<file path="src/inc/rac_pkg.sv">
// Receiver gain loop and signal-strength readback: shared constants and types.
// Assumes one 40 MHz clock, which is also the crystal reference for the dividers.
package rac_pkg;

	// ----------------------------------------------------------------
	// Timing
	// ----------------------------------------------------------------
	localparam int unsigned RAC_CLK_HZ     = 40_000_000;
	localparam int unsigned RAC_SEQ_HZ     = 100_000;
	localparam int unsigned RAC_SEQ_CYCLES = RAC_CLK_HZ / RAC_SEQ_HZ;

	// ----------------------------------------------------------------
	// Reset values and limits
	// ----------------------------------------------------------------
	localparam logic [6:0] RAC_LOWER_RST   = 7'h1E;
	localparam logic [6:0] RAC_UPPER_RST   = 7'h46;
	localparam logic [5:0] RAC_SETTLE_RST  = 6'h0D;
	localparam logic [6:0] RAC_LEVEL_MAX   = 7'h4F;
	localparam logic [2:0] RAC_STEP_MAX    = 3'h4;
	localparam logic [4:0] RAC_OFS_BASE    = 5'h02;

	// ----------------------------------------------------------------
	// Gain bit encodings
	// ----------------------------------------------------------------
	localparam logic [1:0] RAC_GAIN_H = 2'h2;
	localparam logic [1:0] RAC_GAIN_M = 2'h1;
	localparam logic [1:0] RAC_GAIN_L = 2'h0;

	// ----------------------------------------------------------------
	// Types
	// ----------------------------------------------------------------
	typedef enum logic [1:0] {
		RAC_ST_HOLD    = 2'h0,
		RAC_ST_COMPARE = 2'h1,
		RAC_ST_SETTLE  = 2'h3
	} rac_state_t;

	typedef struct packed {
		logic       agc_on;
		logic [6:0] gain_upper_limit;
		logic [6:0] gain_lower_limit;
		logic [5:0] gain_settle_divider;
		logic [1:0] offset_correction_divider;
		logic       front_amp_power_mode;
		logic [1:0] front_amp_gain_code;
		logic       mixer_linearity;
		logic [1:0] filt_gain_code;
	} rac_cfg_t;

	localparam rac_cfg_t RAC_CFG_RST = '{
		agc_on:                    1'b1,
		gain_upper_limit:          RAC_UPPER_RST,
		gain_lower_limit:          RAC_LOWER_RST,
		gain_settle_divider:       RAC_SETTLE_RST,
		offset_correction_divider: 2'h0,
		front_amp_power_mode:      1'b0,
		front_amp_gain_code:       2'h0,
		mixer_linearity:           1'b0,
		filt_gain_code:            2'h0
	};

	typedef struct packed {
		logic [1:0] amp_gain_bits;
		logic [1:0] filt_gain_bits;
		logic [6:0] level_code;
		logic       spare;
	} rac_readback_t;

endpackage

</file>
<file path="src/rtl/rac_agc.sv">
// Receiver gain loop, signal-strength capture and offset-correction clock.
// Assumes clk is the crystal at 40 MHz; config and level inputs are synchronous.
`timescale 1ns/1ps
module rac_agc
	import rac_pkg::*;
#(
	parameter int unsigned CLK_HZ = RAC_CLK_HZ
) (
	input  wire logic          clk,
	input  wire logic          rst,
	input  wire rac_cfg_t      cfg,
	input  wire logic          cfg_write,
	input  wire logic [6:0]    level_in,
	input  wire logic          level_valid,
	output logic               front_amp_power_mode,
	output logic [1:0]         front_amp_gain_code,
	output logic [1:0]         filt_gain_code,
	output logic               mixer_linearity,
	output logic               offset_correction_clock,
	output logic               agc_settling,
	output rac_readback_t      readback
);

	localparam int unsigned SEQ_CYCLES = CLK_HZ / RAC_SEQ_HZ;

	// ----------------------------------------------------------------
	// Elaboration check
	// ----------------------------------------------------------------
	if (SEQ_CYCLES < 2 || SEQ_CYCLES > 512) begin : g_bad_clk
		$error("CLK_HZ gives a sequencer divide outside 2..512");
	end

	rac_cfg_t   cfg_q;
	rac_state_t state_q;
	logic [2:0] step_q;
	logic [6:0] level_q;
	logic       level_new_q;
	logic [5:0] settle_q;
	logic       seq_tick;
	logic       ofs_tick;
	logic [1:0] amp_tbl;
	logic [1:0] filt_tbl;
	logic [4:0] ofs_limit;

	// ----------------------------------------------------------------
	// Configuration store
	// ----------------------------------------------------------------
	always_ff @(posedge clk or posedge rst) begin
		if (rst) begin
			cfg_q <= RAC_CFG_RST;
		end else if (cfg_write) begin
			cfg_q <= cfg;
		end
	end

	// ----------------------------------------------------------------
	// Level capture
	// ----------------------------------------------------------------
	always_ff @(posedge clk or posedge rst) begin
		if (rst) begin
			level_q     <= 7'h00;
			level_new_q <= 1'b0;
		end else begin
			level_new_q <= level_valid;
			if (level_valid) begin
				level_q <= (level_in > RAC_LEVEL_MAX) ? RAC_LEVEL_MAX : level_in;
			end
		end
	end

	// ----------------------------------------------------------------
	// Dividers
	// ----------------------------------------------------------------
	rac_divider #(
		.W(9)
	) u_seq_div (
		.clk  (clk),
		.rst  (rst),
		.en   (state_q == RAC_ST_SETTLE),
		.limit(9'(SEQ_CYCLES - 1)),
		.tick (seq_tick)
	);

	assign ofs_limit = 5'((RAC_OFS_BASE << cfg_q.offset_correction_divider) - 5'h01);

	rac_divider #(
		.W(5)
	) u_ofs_div (
		.clk  (clk),
		.rst  (rst),
		.en   (1'b1),
		.limit(ofs_limit),
		.tick (ofs_tick)
	);

	always_ff @(posedge clk or posedge rst) begin
		if (rst) begin
			offset_correction_clock <= 1'b0;
		end else if (ofs_tick) begin
			offset_correction_clock <= ~offset_correction_clock;
		end
	end

	// ----------------------------------------------------------------
	// Gain loop state machine
	// ----------------------------------------------------------------
	always_ff @(posedge clk or posedge rst) begin
		if (rst) begin
			state_q  <= RAC_ST_COMPARE;
			step_q   <= 3'h0;
			settle_q <= 6'h00;
		end else if (!cfg_q.agc_on) begin
			state_q  <= RAC_ST_HOLD;
			settle_q <= 6'h00;
		end else begin
			case (state_q)
				RAC_ST_HOLD: begin
					state_q <= RAC_ST_COMPARE;
				end
				RAC_ST_COMPARE: begin
					if (level_new_q && level_q > cfg_q.gain_upper_limit
						&& step_q < RAC_STEP_MAX) begin
						step_q   <= step_q + 3'h1;
						settle_q <= 6'h00;
						state_q  <= RAC_ST_SETTLE;
					end else if (level_new_q && level_q < cfg_q.gain_lower_limit
						&& step_q != 3'h0) begin
						step_q   <= step_q - 3'h1;
						settle_q <= 6'h00;
						state_q  <= RAC_ST_SETTLE;
					end
				end
				RAC_ST_SETTLE: begin
					if (seq_tick) begin
						if (settle_q + 6'h01 >= cfg_q.gain_settle_divider) begin
							state_q <= RAC_ST_COMPARE;
						end
						settle_q <= settle_q + 6'h01;
					end
				end
				default: begin
					state_q <= RAC_ST_COMPARE;
				end
			endcase
		end
	end

	// ----------------------------------------------------------------
	// Gain table and outputs
	// ----------------------------------------------------------------
	always_comb begin
		case (step_q)
			3'h0:    {amp_tbl, filt_tbl} = {RAC_GAIN_H, RAC_GAIN_H};
			3'h1:    {amp_tbl, filt_tbl} = {RAC_GAIN_M, RAC_GAIN_H};
			3'h2:    {amp_tbl, filt_tbl} = {RAC_GAIN_M, RAC_GAIN_M};
			3'h3:    {amp_tbl, filt_tbl} = {RAC_GAIN_M, RAC_GAIN_L};
			default: {amp_tbl, filt_tbl} = {RAC_GAIN_L, RAC_GAIN_L};
		endcase
	end

	always_ff @(posedge clk or posedge rst) begin
		if (rst) begin
			front_amp_power_mode <= 1'b0;
			front_amp_gain_code  <= RAC_GAIN_H;
			filt_gain_code       <= RAC_GAIN_H;
			mixer_linearity      <= 1'b0;
			agc_settling         <= 1'b0;
		end else if (cfg_q.agc_on) begin
			front_amp_power_mode <= 1'b0;
			front_amp_gain_code  <= amp_tbl;
			filt_gain_code       <= filt_tbl;
			mixer_linearity      <= cfg_q.mixer_linearity;
			agc_settling         <= (state_q == RAC_ST_SETTLE);
		end else begin
			front_amp_power_mode <= cfg_q.front_amp_power_mode;
			front_amp_gain_code  <= cfg_q.front_amp_gain_code;
			filt_gain_code       <= cfg_q.filt_gain_code;
			mixer_linearity      <= cfg_q.mixer_linearity;
			agc_settling         <= 1'b0;
		end
	end

	// ----------------------------------------------------------------
	// Readback
	// ----------------------------------------------------------------
	always_ff @(posedge clk or posedge rst) begin
		if (rst) begin
			readback <= '0;
		end else begin
			readback.level_code     <= level_q;
			readback.amp_gain_bits  <= front_amp_gain_code;
			readback.filt_gain_bits <= filt_gain_code;
			readback.spare          <= 1'b0;
		end
	end

	// ----------------------------------------------------------------
	// Assertions
	// ----------------------------------------------------------------
	property p_lower_gain;
		@(posedge clk) disable iff (rst)
		(cfg_q.agc_on && state_q == RAC_ST_COMPARE && level_new_q
			&& level_q > cfg_q.gain_upper_limit && step_q < RAC_STEP_MAX)
		|=> step_q == $past(step_q) + 3'h1 && state_q == RAC_ST_SETTLE;
	endproperty
	a_lower_gain: assert property (p_lower_gain) else $error("gain not lowered");

	property p_raise_gain;
		@(posedge clk) disable iff (rst)
		(cfg_q.agc_on && state_q == RAC_ST_COMPARE && level_new_q
			&& level_q < cfg_q.gain_lower_limit && step_q != 3'h0)
		|=> step_q == $past(step_q) - 3'h1;
	endproperty
	a_raise_gain: assert property (p_raise_gain) else $error("gain not raised");

	property p_reset_limits;
		@(posedge clk)
		$fell(rst) |-> cfg_q.gain_lower_limit == 7'h1E && cfg_q.gain_upper_limit == 7'h46
			&& cfg_q.agc_on;
	endproperty
	a_reset_limits: assert property (p_reset_limits) else $error("bad reset limits");

	property p_settle_hold;
		@(posedge clk) disable iff (rst)
		(state_q == RAC_ST_SETTLE && !seq_tick && cfg_q.agc_on) |=> $stable(step_q);
	endproperty
	a_settle_hold: assert property (p_settle_hold) else $error("gain moved while settling");

	property p_settle_min;
		@(posedge clk) disable iff (rst)
		($rose(state_q == RAC_ST_SETTLE) && cfg_q.gain_settle_divider >= 6'h08 && !cfg_write)
		|-> (state_q == RAC_ST_SETTLE) [*8];
	endproperty
	a_settle_min: assert property (p_settle_min) else $error("settle too short");

	property p_step_range;
		@(posedge clk) disable iff (rst)
		step_q <= RAC_STEP_MAX;
	endproperty
	a_step_range: assert property (p_step_range) else $error("step out of range");

	property p_manual;
		@(posedge clk) disable iff (rst)
		!cfg_q.agc_on |=> front_amp_gain_code == $past(cfg_q.front_amp_gain_code)
			&& filt_gain_code == $past(cfg_q.filt_gain_code)
			&& front_amp_power_mode == $past(cfg_q.front_amp_power_mode);
	endproperty
	a_manual: assert property (p_manual) else $error("manual gains not applied");

	property p_ofs_toggle;
		@(posedge clk) disable iff (rst)
		ofs_tick |=> offset_correction_clock != $past(offset_correction_clock);
	endproperty
	a_ofs_toggle: assert property (p_ofs_toggle) else $error("offset clock stuck");

	property p_readback;
		@(posedge clk) disable iff (rst)
		level_valid |=> ##1 !readback.spare && readback.level_code
			== (($past(level_in, 2) > RAC_LEVEL_MAX) ? RAC_LEVEL_MAX : $past(level_in, 2));
	endproperty
	a_readback: assert property (p_readback) else $error("readback level wrong");

	property p_frozen;
		@(posedge clk) disable iff (rst)
		(!cfg_q.agc_on && !$past(cfg_q.agc_on)) |-> $stable(step_q);
	endproperty
	a_frozen: assert property (p_frozen) else $error("loop moved while off");

	c_settle: cover property (@(posedge clk) disable iff (rst)
		state_q == RAC_ST_SETTLE ##[1:1000] state_q == RAC_ST_COMPARE);
	c_min_gain: cover property (@(posedge clk) disable iff (rst) step_q == RAC_STEP_MAX);
	c_manual: cover property (@(posedge clk) disable iff (rst) state_q == RAC_ST_HOLD);

endmodule

</file>
<file path="src/rtl/rac_divider.sv">
// Programmable tick divider: one-cycle pulse every limit+1 enabled cycles.
// Assumes a single clock domain and an active-high asynchronous reset.
`timescale 1ns/1ps
module rac_divider #(
	parameter int unsigned W = 9
) (
	input  wire logic         clk,
	input  wire logic         rst,
	input  wire logic         en,
	input  wire logic [W-1:0] limit,
	output logic              tick
);

	logic [W-1:0] count_q;

	// ----------------------------------------------------------------
	// Counter and tick
	// ----------------------------------------------------------------
	always_ff @(posedge clk or posedge rst) begin
		if (rst) begin
			count_q <= '0;
			tick    <= 1'b0;
		end else if (!en) begin
			count_q <= '0;
			tick    <= 1'b0;
		end else if (count_q >= limit) begin
			count_q <= '0;
			tick    <= 1'b1;
		end else begin
			count_q <= count_q + 1'b1;
			tick    <= 1'b0;
		end
	end

endmodule

</file>
<file path="config.mk">
export PLATFORM = sky130hd
export DESIGN_NAME = rac_agc
export DESIGN_NICKNAME = d
export VERILOG_FILES = /design/src/inc/rac_pkg.sv /design/src/rtl/rac_agc.sv /design/src/rtl/rac_divider.sv
export SDC_FILE = /design/constraint.sdc
export NUM_CORES = 1
export LEC_CHECK = 0
export BUFFER_PORTS_ARGS = -buffer_cell sky130_fd_sc_hd__buf_2
export CAP_MARGIN = 20
export CORE_ASPECT_RATIO = 0.9
export CORE_MARGIN = 8
export CORE_UTILIZATION = 45
export DETAILED_ROUTE_END_ITERATION = 12
export PLACE_DENSITY = 0.66
export SLEW_MARGIN = 20
export SYNTH_ARGS = -nofsm -noshare
export SYNTH_HDL_FRONTEND = slang
export SYNTH_SLANG_ARGS = --single-unit
</file>
<file path="constraint.sdc">
create_clock -name clk -period 2.5 [get_ports clk]
set_input_delay 0 -clock clk [delete_from_list [all_inputs] [get_ports clk]]
set_output_delay 0 -clock clk [all_outputs]
set_load 0.02 [all_outputs]
</file>
==> flow_summary_export.csv, run 1 <==
group,metric,value,unit
detailed_routing,drc,0,
power,leakagePower,2.318,nW
logic_synthesis,ys_top_cells_by_area,"dfrtp_1 46%, ha_1 10%, dfstp_2 9.7%, mux2_2 4.2%, o21ai_0 3.6%",
logic_synthesis,synth.most_common_cell,"dfrtp_1",
floorplanning,die_x,112.5,µm
floorplanning,rows,31,
cts,clk_pin_slew,0.09,ns
power,clock_power_share,0.313,
finish,syn_to_final_growth,28.12,%
detailed_routing,dr.first_iter.drc_count,111,
global_routing,grt_start_max_net_pins,39,
logic_synthesis,ys_warn_count,0,
detailed_routing,firstDrtPassIters,4,
power,seqPwrFrac,0.462,
critical_path,cpPeakStageDelay,0.53,ns
cts,clock_latency,0.35,ns
cts,cts_tree,"built",
power,netSwitchingFraction,0.2920,
min_path,min_path_type,"in2reg",
critical_path,critPathKind,"reg2reg",
finish,stdcell_area,0.004835,mm²
power,p_sw,1.061,mW
critical_path,start_kind,"register",
detailed_routing,wl,7.832,mm
logic_synthesis,yosys.area.top_type_share,0.4576,
sta,finalCritPeriodShare,0.8142,
finish,num-nets-final,514,
detailed_routing,vias_per_cell,5.029,
placement,gp_congestion,0.8029,
logic_synthesis,synth-edff-count,0,
outcome,status,"complete, no violations",
logic_synthesis,mappedNetlistArea,0.003774,mm²
sta,finalSetupTns,0,ns
global_routing,antenna_found_initial,0,
logic_synthesis,synth_cells,339,
power,p_int,2.573,mW
finish,drive_above_1_share,0.2522,
cts,cts_root_buf,"clkbuf_8",
cts,cts_resized,0,
sta,worstMarginPinSlew,0.6761,ns
logic_synthesis,syn_avg_cell_area,11.13,µm²
critical_path,cp_max_fo,4,
logic_synthesis,synthTopCellsByCount,"69 x dfrtp_1, 33 x nor2_1, 31 x ha_1, 29 x inv_1, 27 x o21ai_0",
logic_synthesis,synth-seq-cells,83,
critical_path,cpMaxStageDelayCell,"dfstp_2",
cts,cts_num_sinks,83,
logic_synthesis,seq_area_frac_synth,0.5550,
power,power_density,751.7,mW/mm²
logic_synthesis,yosys.area.top_type,"dfrtp_1",
logic_synthesis,syn_nets,410,
finish,antenna_cells,0,
cts,cts_setup_buffers,0,
logic_synthesis,ys.flop_type,"dfrtp_1",
sta,finalHoldViolations,0,
global_routing,overflow,0,
logic_synthesis,async_flop_share,1.000,
critical_path,crit_chain,"inv_1 > ha_1 > and4_1 > o21ai_1 > o211a_1 > or3_2 > o2111ai_1",
placement,io_buffers,58,
sta,max_slew_margin,0.5493,
finish,final_core_util,0.5964,
sta,fin_crit,2.035,ns
sta,finalClockSkew,0.008091,ns
flow_run,drv_cap,0,
cts,clockBufferDepth,2,
sta,max_freq,491.3,MHz
detailed_routing,ant_nets,0,
placement,dp.cells,489,
sta,final-setup-viol-count,0,
finish,instances_no_fill,547,
floorplanning,design.core.area,0.008107,mm²
sta,rsz0062_at_grt,"no",
power,vdd_drop_max,0.3768,mV
floorplanning,boundaryPins,60,
critical_path,endpoint_kind,"register",
logic_synthesis,ys_types,42,
placement,placed_area,0.004174,mm²
critical_path,crit_arrival,2.30,ns
floorplanning,initial_core_util,0.4655,
sta,finalMaxSlewViolations,0,
placement,dp_hpwl,5.473,mm
power,power_frac_comb,0.225,
cts,htreeDepth,3,
cts,numCtsBuffers,9,
detailed_routing,via_count,2751,
floorplanning,dieHeight,102.9,µm
global_routing,first_global_vias,2898,
critical_path,worstPathRequired,2.76,ns
global_routing,grt_pass1_wl,13.57,mm
cts,cts_hold_buf,42,
global_routing,track_usage,0.1473,
power,finalPower,3.634,mW
detailed_routing,post_drt_wl_per_cell,14.32,µm
floorplanning,fp.dieArea,0.01158,mm²
[power by group through the flow]
stage	clock network, mW	registers (mW)	logic (mW)
3_5_place_dp	0	1.71	0.779
6_report	1.14	1.68	0.818
4_1_cts	1.17	1.68	0.831
5_1_grt	1.22	1.71	0.931
2_1_floorplan	0	1.76	0.468
3_3_place_gp	0	1.70	0.756
[metrics by stage]
| stage | setup slack (ns) | hold slack [ns] |
|---|---|---|
| 6_report | 0.4645 | 0.05000 |
| 5_1_grt | 0.3816 | 0.08911 |
| 4_1_cts | 0.4650 | 0.02460 |
| 3_5_place_dp | 0.4976 | 0.1183 |
| 3_3_place_gp | 0.5570 | 0.1191 |
| 2_1_floorplan | 0.3864 | 0.03143 |
[kinds of logic after synthesis]
family	count (synthesis)	share of synthesized area
fa+ha+maj	31	0.1028
flops	83	0.5550
simple gates	92	0.1124
compound gates	64	0.1137
other cells	1	0.0009937
xor+xnor	14	0.03249
mux	14	0.04178
buf+inv	40	0.04078
[critical path, delay by kind of cell (launching register included)]
kind            cells  cell delay (ns)
compound gates      3             0.47
flops               1             0.53
buf+inv             1             0.05
fa+ha+maj           1             0.29
simple gates        2             0.61
[cell usage in the layout (no fill, tap or decap), types with 13 or more instances in the layout]
cell type,synthesis,routed
buf_2,0,58
dfrtp_1,69,69
dfstp_2,14,14
dlygate4sd3_1,0,42
ha_1,31,31
inv_1,29,28
mux2_2,14,14
nand2_1,26,26
nand3_1,13,13
nor2_1,33,33
o21ai_0,27,27
[layout make-up]
cell class,instances,area (µm²)
clock buffers,9,123.9
flip-flops and latches,83,2095
repair buffers,104,740.7
multi-input cells,216,1525
inverters,29,110.1
clock inverters,7,116.4
fillers,670,3272
well taps,99,123.9
[state kept, by name, summed over array words and instances, names as in the netlist, 2 cells and up]
name	flops
cfg_q	29
front_amp_gain_code	2
step_q	3
u_seq_div.count_q	9
level_q	7
u_ofs_div.count_q	5
filt_gain_code	2
settle_q	6
readback	11
state_q	2
[metal layers]
| layer | global-route usage | up-vias | wire (µm) |
|---|---|---|---|
| met5 | 0 | - | 0 |
| met4 | 0.06108 | 0 | 145 |
| met3 | 0.04274 | 17 | 341 |
| met2 | 0.2501 | 53 | 3823 |
| met1 | 0.1738 | 1321 | 3522 |
| li1 | - | 1360 | - |
[worst paths after layout]
kind	start	endpoint	slack, ns	cells past startpoint
min reg2reg	front_amp_gain_code[0]$_DFF_PP0_	readback[10]$_DFF_PP0_	0.37	0
min	cfg_write	cfg_q[10]$_DFFE_PP1P_	0.05	3
max reg2reg	cfg_q[18]$_DFFE_PP1P_	step_q[1]$_DFFE_PP0P_	0.46	7
min in group asynchronous	rst	cfg_q[21]$_DFFE_PP0P_	0.27	3
max	cfg_q[18]$_DFFE_PP1P_	step_q[1]$_DFFE_PP0P_	0.46	7
max in group asynchronous	rst	cfg_q[16]$_DFFE_PP1P_	1.41	4
Note: power is estimated with default switching activity, not from simulation.
==> run 2: changes to the inputs <==
clock period = 1.9 ns   (was 2.5 ns; I/O delays follow)
==> run 2 against run 1 <==
- the flow now finishes with violations (setup timing)
- count of clock-buffer cells in the layout stayed put
- register-to-register slack worse by 0.57 ns
- sequential power is 31% higher
- critical path type unchanged
- critical endpoint unchanged
==> flow_summary_export.csv, run 2 (synthesis gave the netlist of run 1 again) <==
group,metric,value,unit
cts,cts_root_buf,"clkbuf_8",
global_routing,grt_start_max_net_pins,84,
detailed_routing,dr.first_iter.drc_count,106,
flow_run,drv_cap,0,
finish,final_cell_mix,"68 x dfrtp_1, 57 x buf_2, 41 x dlygate4sd3_1, 33 x nor2_1, 28 x ha_1",
sta,finalClockSkew,0.01393,ns
sta,max_slew_margin,0.6004,
placement,gp_congestion,0.7398,
global_routing,overflow,0,
critical_path,cp_max_fo,7,
floorplanning,dieHeight,102.9,µm
finish,syn_to_final_growth,29.44,%
power,power_density,923.9,mW/mm²
detailed_routing,firstDrtPassIters,4,
power,vdd_drop_max,0.5079,mV
floorplanning,die_x,112.5,µm
global_routing,track_usage,0.1436,
cts,htreeDepth,3,
critical_path,r2r-start,"level_q[4]$_DFFE_PP0P_",
min_path,hp-start,"cfg_write",
finish,top_register,"cfg_q",
finish,largest_reg_flops,29,
cts,clock_latency,0.36,ns
sta,timing.final.ws_setup,-0.1071,ns
floorplanning,fp.dieArea,0.01158,mm²
sta,max_freq,498.2,MHz
sta,rsz0062_at_grt,"yes",
min_path,min_path_type,"in2reg",
cts,cts_num_sinks,83,
detailed_routing,wl,7.819,mm
finish,drive_above_1_share,0.2863,
sta,finalCritPeriodShare,1.056,
critical_path,cpPeakStageDelay,0.55,ns
cts,clk_pin_slew,0.09,ns
detailed_routing,post_drt_wl_per_cell,14.14,µm
cts,cts_tree,"built",
detailed_routing,drc,0,
critical_path,endpoint_kind,"register",
critical_path,cpMaxStageDelayCell,"or4_1",
detailed_routing,vias_per_cell,4.944,
critical_path,critPathKind,"reg2reg",
sta,finalMaxSlewViolations,0,
critical_path,worstPathRequired,2.17,ns
critical_path,start_kind,"register",
sta,worstMarginPinSlew,0.5995,ns
finish,num-nets-final,520,
global_routing,first_global_vias,2879,
critical_path,startpoint,"level_q[4]$_DFFE_PP0P_",
placement,dp_slack,-0.1021,ns
sta,finalHoldViolations,0,
cts,numCtsBuffers,9,
finish,layout_commonest_cell,"dfrtp_1",
outcome,violations,"setup timing",
sta,fin_crit,2.007,ns
global_routing,grt_pass1_wl,13.21,mm
cts,clockBufferDepth,2,
placement,dp_hpwl,5.180,mm
detailed_routing,ant_nets,0,
global_routing,antenna_found_initial,0,
power,leakagePower,2.306,nW
sta,final-setup-viol-count,7,
floorplanning,design.core.area,0.008107,mm²
critical_path,crit_chain,"ha_1 > a211o_1 > a21oi_2 > a21oi_2 > or4_1 > o2111ai_1",
floorplanning,boundaryPins,60,
placement,io_buffers,58,
finish,antenna_cells,0,
finish,reg_top3,"cfg_q: 29 flops, readback: 11 flops, u_seq_div.count_q: 9 flops",
critical_path,crit_arrival,2.28,ns
outcome,status,"finished, violations left",
sta,whs,0.1353,ns
power,finalPower,4.513,mW
floorplanning,initial_core_util,0.4655,
detailed_routing,via_count,2734,
floorplanning,rows,31,
critical_path,path_common_cell,"a21oi_2",
## run 2: where the power goes
group	internal, mW	leakage (nW)	switching, mW
Clock	0.480	0.0818	0.663
Sequential	2.04	1.00	0.160
Combinational	0.533	1.22	0.635
## run 2: cell type report
class                           instances  area, µm²
Multi-Input combinational cell        216       1577
Tap cell                               99      123.9
Clock buffer                            9      123.9
Sequential cell                        83       2096
Inverter                               29      112.6
Timing Repair Buffer                  110      798.3
Clock inverter                          7      53.80
Fill cell                             651       3222
## run 2: critical path, delay by kind of cell, from the launching register on
kind | cells | cell delay (ns)
adder cells (fa/ha/maj) | 1 | 0.31
AND/OR/NAND/NOR | 1 | 0.55
AO/OA/AOI/OAI | 4 | 0.63
flip-flops | 1 | 0.43
## run 2: per-stage QoR
step | instances | cell area [µm²] | utilization | TNS, ns
2_1_floorplan | 339 | 3777 | - | 0
3_3_place_gp | 495 | 4234 | 0.5223 | -0.1365
3_5_place_dp | 495 | 4234 | 0.5223 | -0.6921
4_1_cts | 553 | 4867 | 0.6004 | -0.3502
5_1_grt | 553 | 4885 | 0.6026 | -1.248
6_report | 553 | 4885 | 0.6026 | -0.3418
## run 2: final timing paths
path / to / slack [ns] / cells past startpoint
min reg2reg: readback[10]$_DFF_PP0_ / 0.38 / 0
min in group asynchronous: cfg_q[5]$_DFFE_PP0P_ / 0.29 / 4
min: cfg_q[10]$_DFFE_PP1P_ / 0.14 / 3
max: step_q[1]$_DFFE_PP0P_ / -0.11 / 6
max in group asynchronous: cfg_q[16]$_DFFE_PP1P_ / 1.23 / 4
max reg2reg: step_q[1]$_DFFE_PP0P_ / -0.11 / 6
## run 2: per-layer routing
layer	share of wire	vias up	GRT usage
met5	0	-	0
met4	0.012	0	0.04348
met3	0.047	13	0.05679
met2	0.51	52	0.2529
met1	0.43	1298	0.1585
li1	-	1371	-
## run 2: repair_timing
| item | 4_1_cts | 5_1_grt |
|---|---|---|
| endpoints found under the hold margin | 106 | 0 |
| endpoints found under the setup margin | 10 | 11 |
| buffers inserted | 1 | 0 |
| pin swaps | 8 | 0 |
| gates resized for setup | 6 | 6 |
| hold buffers | 41 | 0 |
==> run 3: changes to the inputs <==
REMOVE_ABC_BUFFERS = 1   (was unset)
SLEW_MARGIN = unset   (was 20)
==> run 3 against run 2 <==
- first-iteration DRC count down 0.94%
- register-to-register slack worse by 0.04 ns
- cell area is 1.3% higher
- critical path type unchanged
- via count rose by 0.69%
- the flow still finishes with violations (setup timing)
- worst hold slack got worse by 0.011 ns
- critical path depth is the same
==> flow_summary_export.csv, run 3 (synthesis gave the netlist of run 1 again) <==
group,metric,value,unit
global_routing,overflow,0,
critical_path,reg2regPathDepth,6,
outcome,violations,"setup timing",
sta,finalHoldViolations,0,
power,vdd_drop_max,0.5461,mV
detailed_routing,post_drt_wl_per_cell,14.03,µm
detailed_routing,ant_nets,0,
floorplanning,rows,31,
critical_path,worstPathRequired,2.15,ns
detailed_routing,vias_per_cell,4.951,
floorplanning,fp.dieArea,0.01158,mm²
critical_path,cpPeakStageDelay,0.56,ns
floorplanning,die_x,112.5,µm
finish,syn_to_final_growth,31.17,%
finish,num-nets-final,523,
critical_path,r2r-start,"level_q[4]$_DFFE_PP0P_",
sta,max_slew_margin,0.6360,
detailed_routing,drc,0,
finish,antenna_cells,0,
floorplanning,dieHeight,102.9,µm
flow_run,drv_cap,0,
placement,placed_area,0.004254,mm²
detailed_routing,dr.first_iter.drc_count,105,
sta,whs,0.1239,ns
critical_path,critPathKind,"reg2reg",
finish,final_cell_mix,"69 x dfrtp_1, 57 x buf_2, 41 x dlygate4sd3_1, 33 x nor2_1, 27 x ha_1",
critical_path,crit_arrival,2.29,ns
global_routing,track_usage,0.1429,
cts,cts_tree,"built",
critical_path,rrSetupSlack,-0.14,ns
min_path,min_path_cells,3,
global_routing,grt_start_max_net_pins,54,
global_routing,first_global_vias,2950,
placement,dp_hpwl,5.426,mm
sta,final-setup-viol-count,7,
sta,max_freq,489.6,MHz
finish,reg_top3,"cfg_q: 29 flops, readback: 11 flops, u_seq_div.count_q: 9 flops",
sta,fin_crit,2.043,ns
critical_path,path_delay_family,"compound AO/OA/AOI/OAI gates",
cts,cts_root_buf,"clkbuf_8",
cts,cts_num_sinks,83,
critical_path,path_common_cell,"a21oi_2",
critical_path,start_kind,"register",
cts,numCtsBuffers,9,
critical_path,path_buf_inv,0,
critical_path,cp.depth,6,
floorplanning,initial_core_util,0.4655,
sta,finalClockSkew,0.008056,ns
sta,finalMaxSlewViolations,0,
critical_path,crit_chain,"ha_1 > a211o_1 > a21oi_2 > a21oi_2 > or4_4 > o2111ai_2",
power,leakagePower,2.342,nW
finish,final_core_util,0.6106,
min_path,min_path_type,"in2reg",
detailed_routing,firstDrtPassIters,4,
critical_path,r2r-end,"step_q[1]$_DFFE_PP0P_",
sta,rsz0062_at_grt,"yes",
sta,finalCritPeriodShare,1.075,
placement,io_buffers,58,
min_path,hold-path-endpoint,"cfg_q[10]$_DFFE_PP1P_",
finish,stdcell_area,0.004950,mm²
critical_path,endpoint_kind,"register",
placement,gp_congestion,0.8115,
power,power_density,939.9,mW/mm²
sta,worstMarginPinSlew,0.5459,ns
detailed_routing,via_count,2753,
finish,layout_commonest_cell,"dfrtp_1",
critical_path,cpMaxStageDelayCell,"or4_4",
global_routing,grt_pass1_wl,13.41,mm
finish,drive_above_1_share,0.2932,
finish,top_register,"cfg_q",
floorplanning,design.core.area,0.008107,mm²
min_path,hp-start,"cfg_write",
sta,timing.final.ws_setup,-0.1427,ns
cts,clock_latency,0.34,ns
critical_path,cp_max_fo,6,
finish,largest_reg_flops,29,
cts,htreeDepth,3,
detailed_routing,wl,7.799,mm
outcome,status,"finished, violations left",
critical_path,startpoint,"level_q[4]$_DFFE_PP0P_",
floorplanning,boundaryPins,60,
global_routing,antenna_found_initial,0,
cts,clockBufferDepth,2,
sta,finalSetupTns,-0.3905,ns
cts,clk_pin_slew,0.08,ns
## run 3: changes by cell type in the layout (fill, tap and decap cells not counted), moves of 2 or more
cell	previous run	this run
buf_4	10	14
clkinv_4	2	0
o21ai_1	1	3
clkbuf_1	0	2
clkinvlp_4	4	2
## run 3: worst min-delay path: cells and delay by family
kind | cells | cell delay (ns)
buffers and inverters | 1 | 0.28
AOI/OAI and AO/OA | 1 | 0.07
and+or+nand+nor | 1 | 0.11
## run 3: timing repair
item	in CTS	in global routing
endpoints found under the setup margin	10	11
hold buffers	41	0
setup buffers	0	1
cloned	0	0
gates resized for setup	6	12
endpoints found under the hold margin	60	0
pin swaps	11	6
## run 3: how the worst max path moves through the flow
| stage | endpoint | slack [ns] |
|---|---|---|
| floorplan | agc_settling$_DFF_PP0_ | -0.21 |
| global placement | state_q[1]$_DFFE_PP0P_ | -0.1 |
| detailed placement | step_q[1]$_DFFE_PP0P_ | -0.13 |
| CTS | step_q[1]$_DFFE_PP0P_ | -0.10 |
| global route | step_q[1]$_DFFE_PP0P_ | -0.20 |
| finish | step_q[1]$_DFFE_PP0P_ | -0.14 |
## run 3: stage by stage
step / setup WS (ns) / total power, mW / instances
final: -0.1427 / 4.652 / 556
after global routing: -0.2024 / 4.957 / 556
after CTS: -0.1039 / 4.665 / 555
after detailed placement: -0.1284 / 3.326 / 498
after global placement: -0.09710 / 3.277 / 498
after floorplan: -0.2136 / 2.917 / 328
## run 3: cell type report
cell class                 instances  area [µm²]
clock inverter                     4       50.05
inverter                          29       110.1
sequential                        83        2095
multi-input combinational        216        1605
fill                             672        3157
tap                               99       123.9
timing repair buffer             113       820.8
clock buffer                      12       145.1
## run 3: metal layers
metal  vias up  routed length (µm)  global-route usage  share of wire
met4         0                  66             0.04037         0.0085
met5         -                   0                   0              0
li1       1377                   -                   -              -
met2        47                3889              0.2524           0.50
met1      1322                3487              0.1652           0.45
met3         7                 357             0.04508          0.046
## run 3: power by group
| group | switching (mW) | total, mW | internal, mW |
|---|---|---|---|
| Clock | 0.611 | 1.25 | 0.643 |
| Combinational | 0.653 | 1.19 | 0.539 |
| Sequential | 0.164 | 2.21 | 2.04 |
| Total | 1.43 | 4.65 | 3.22 |
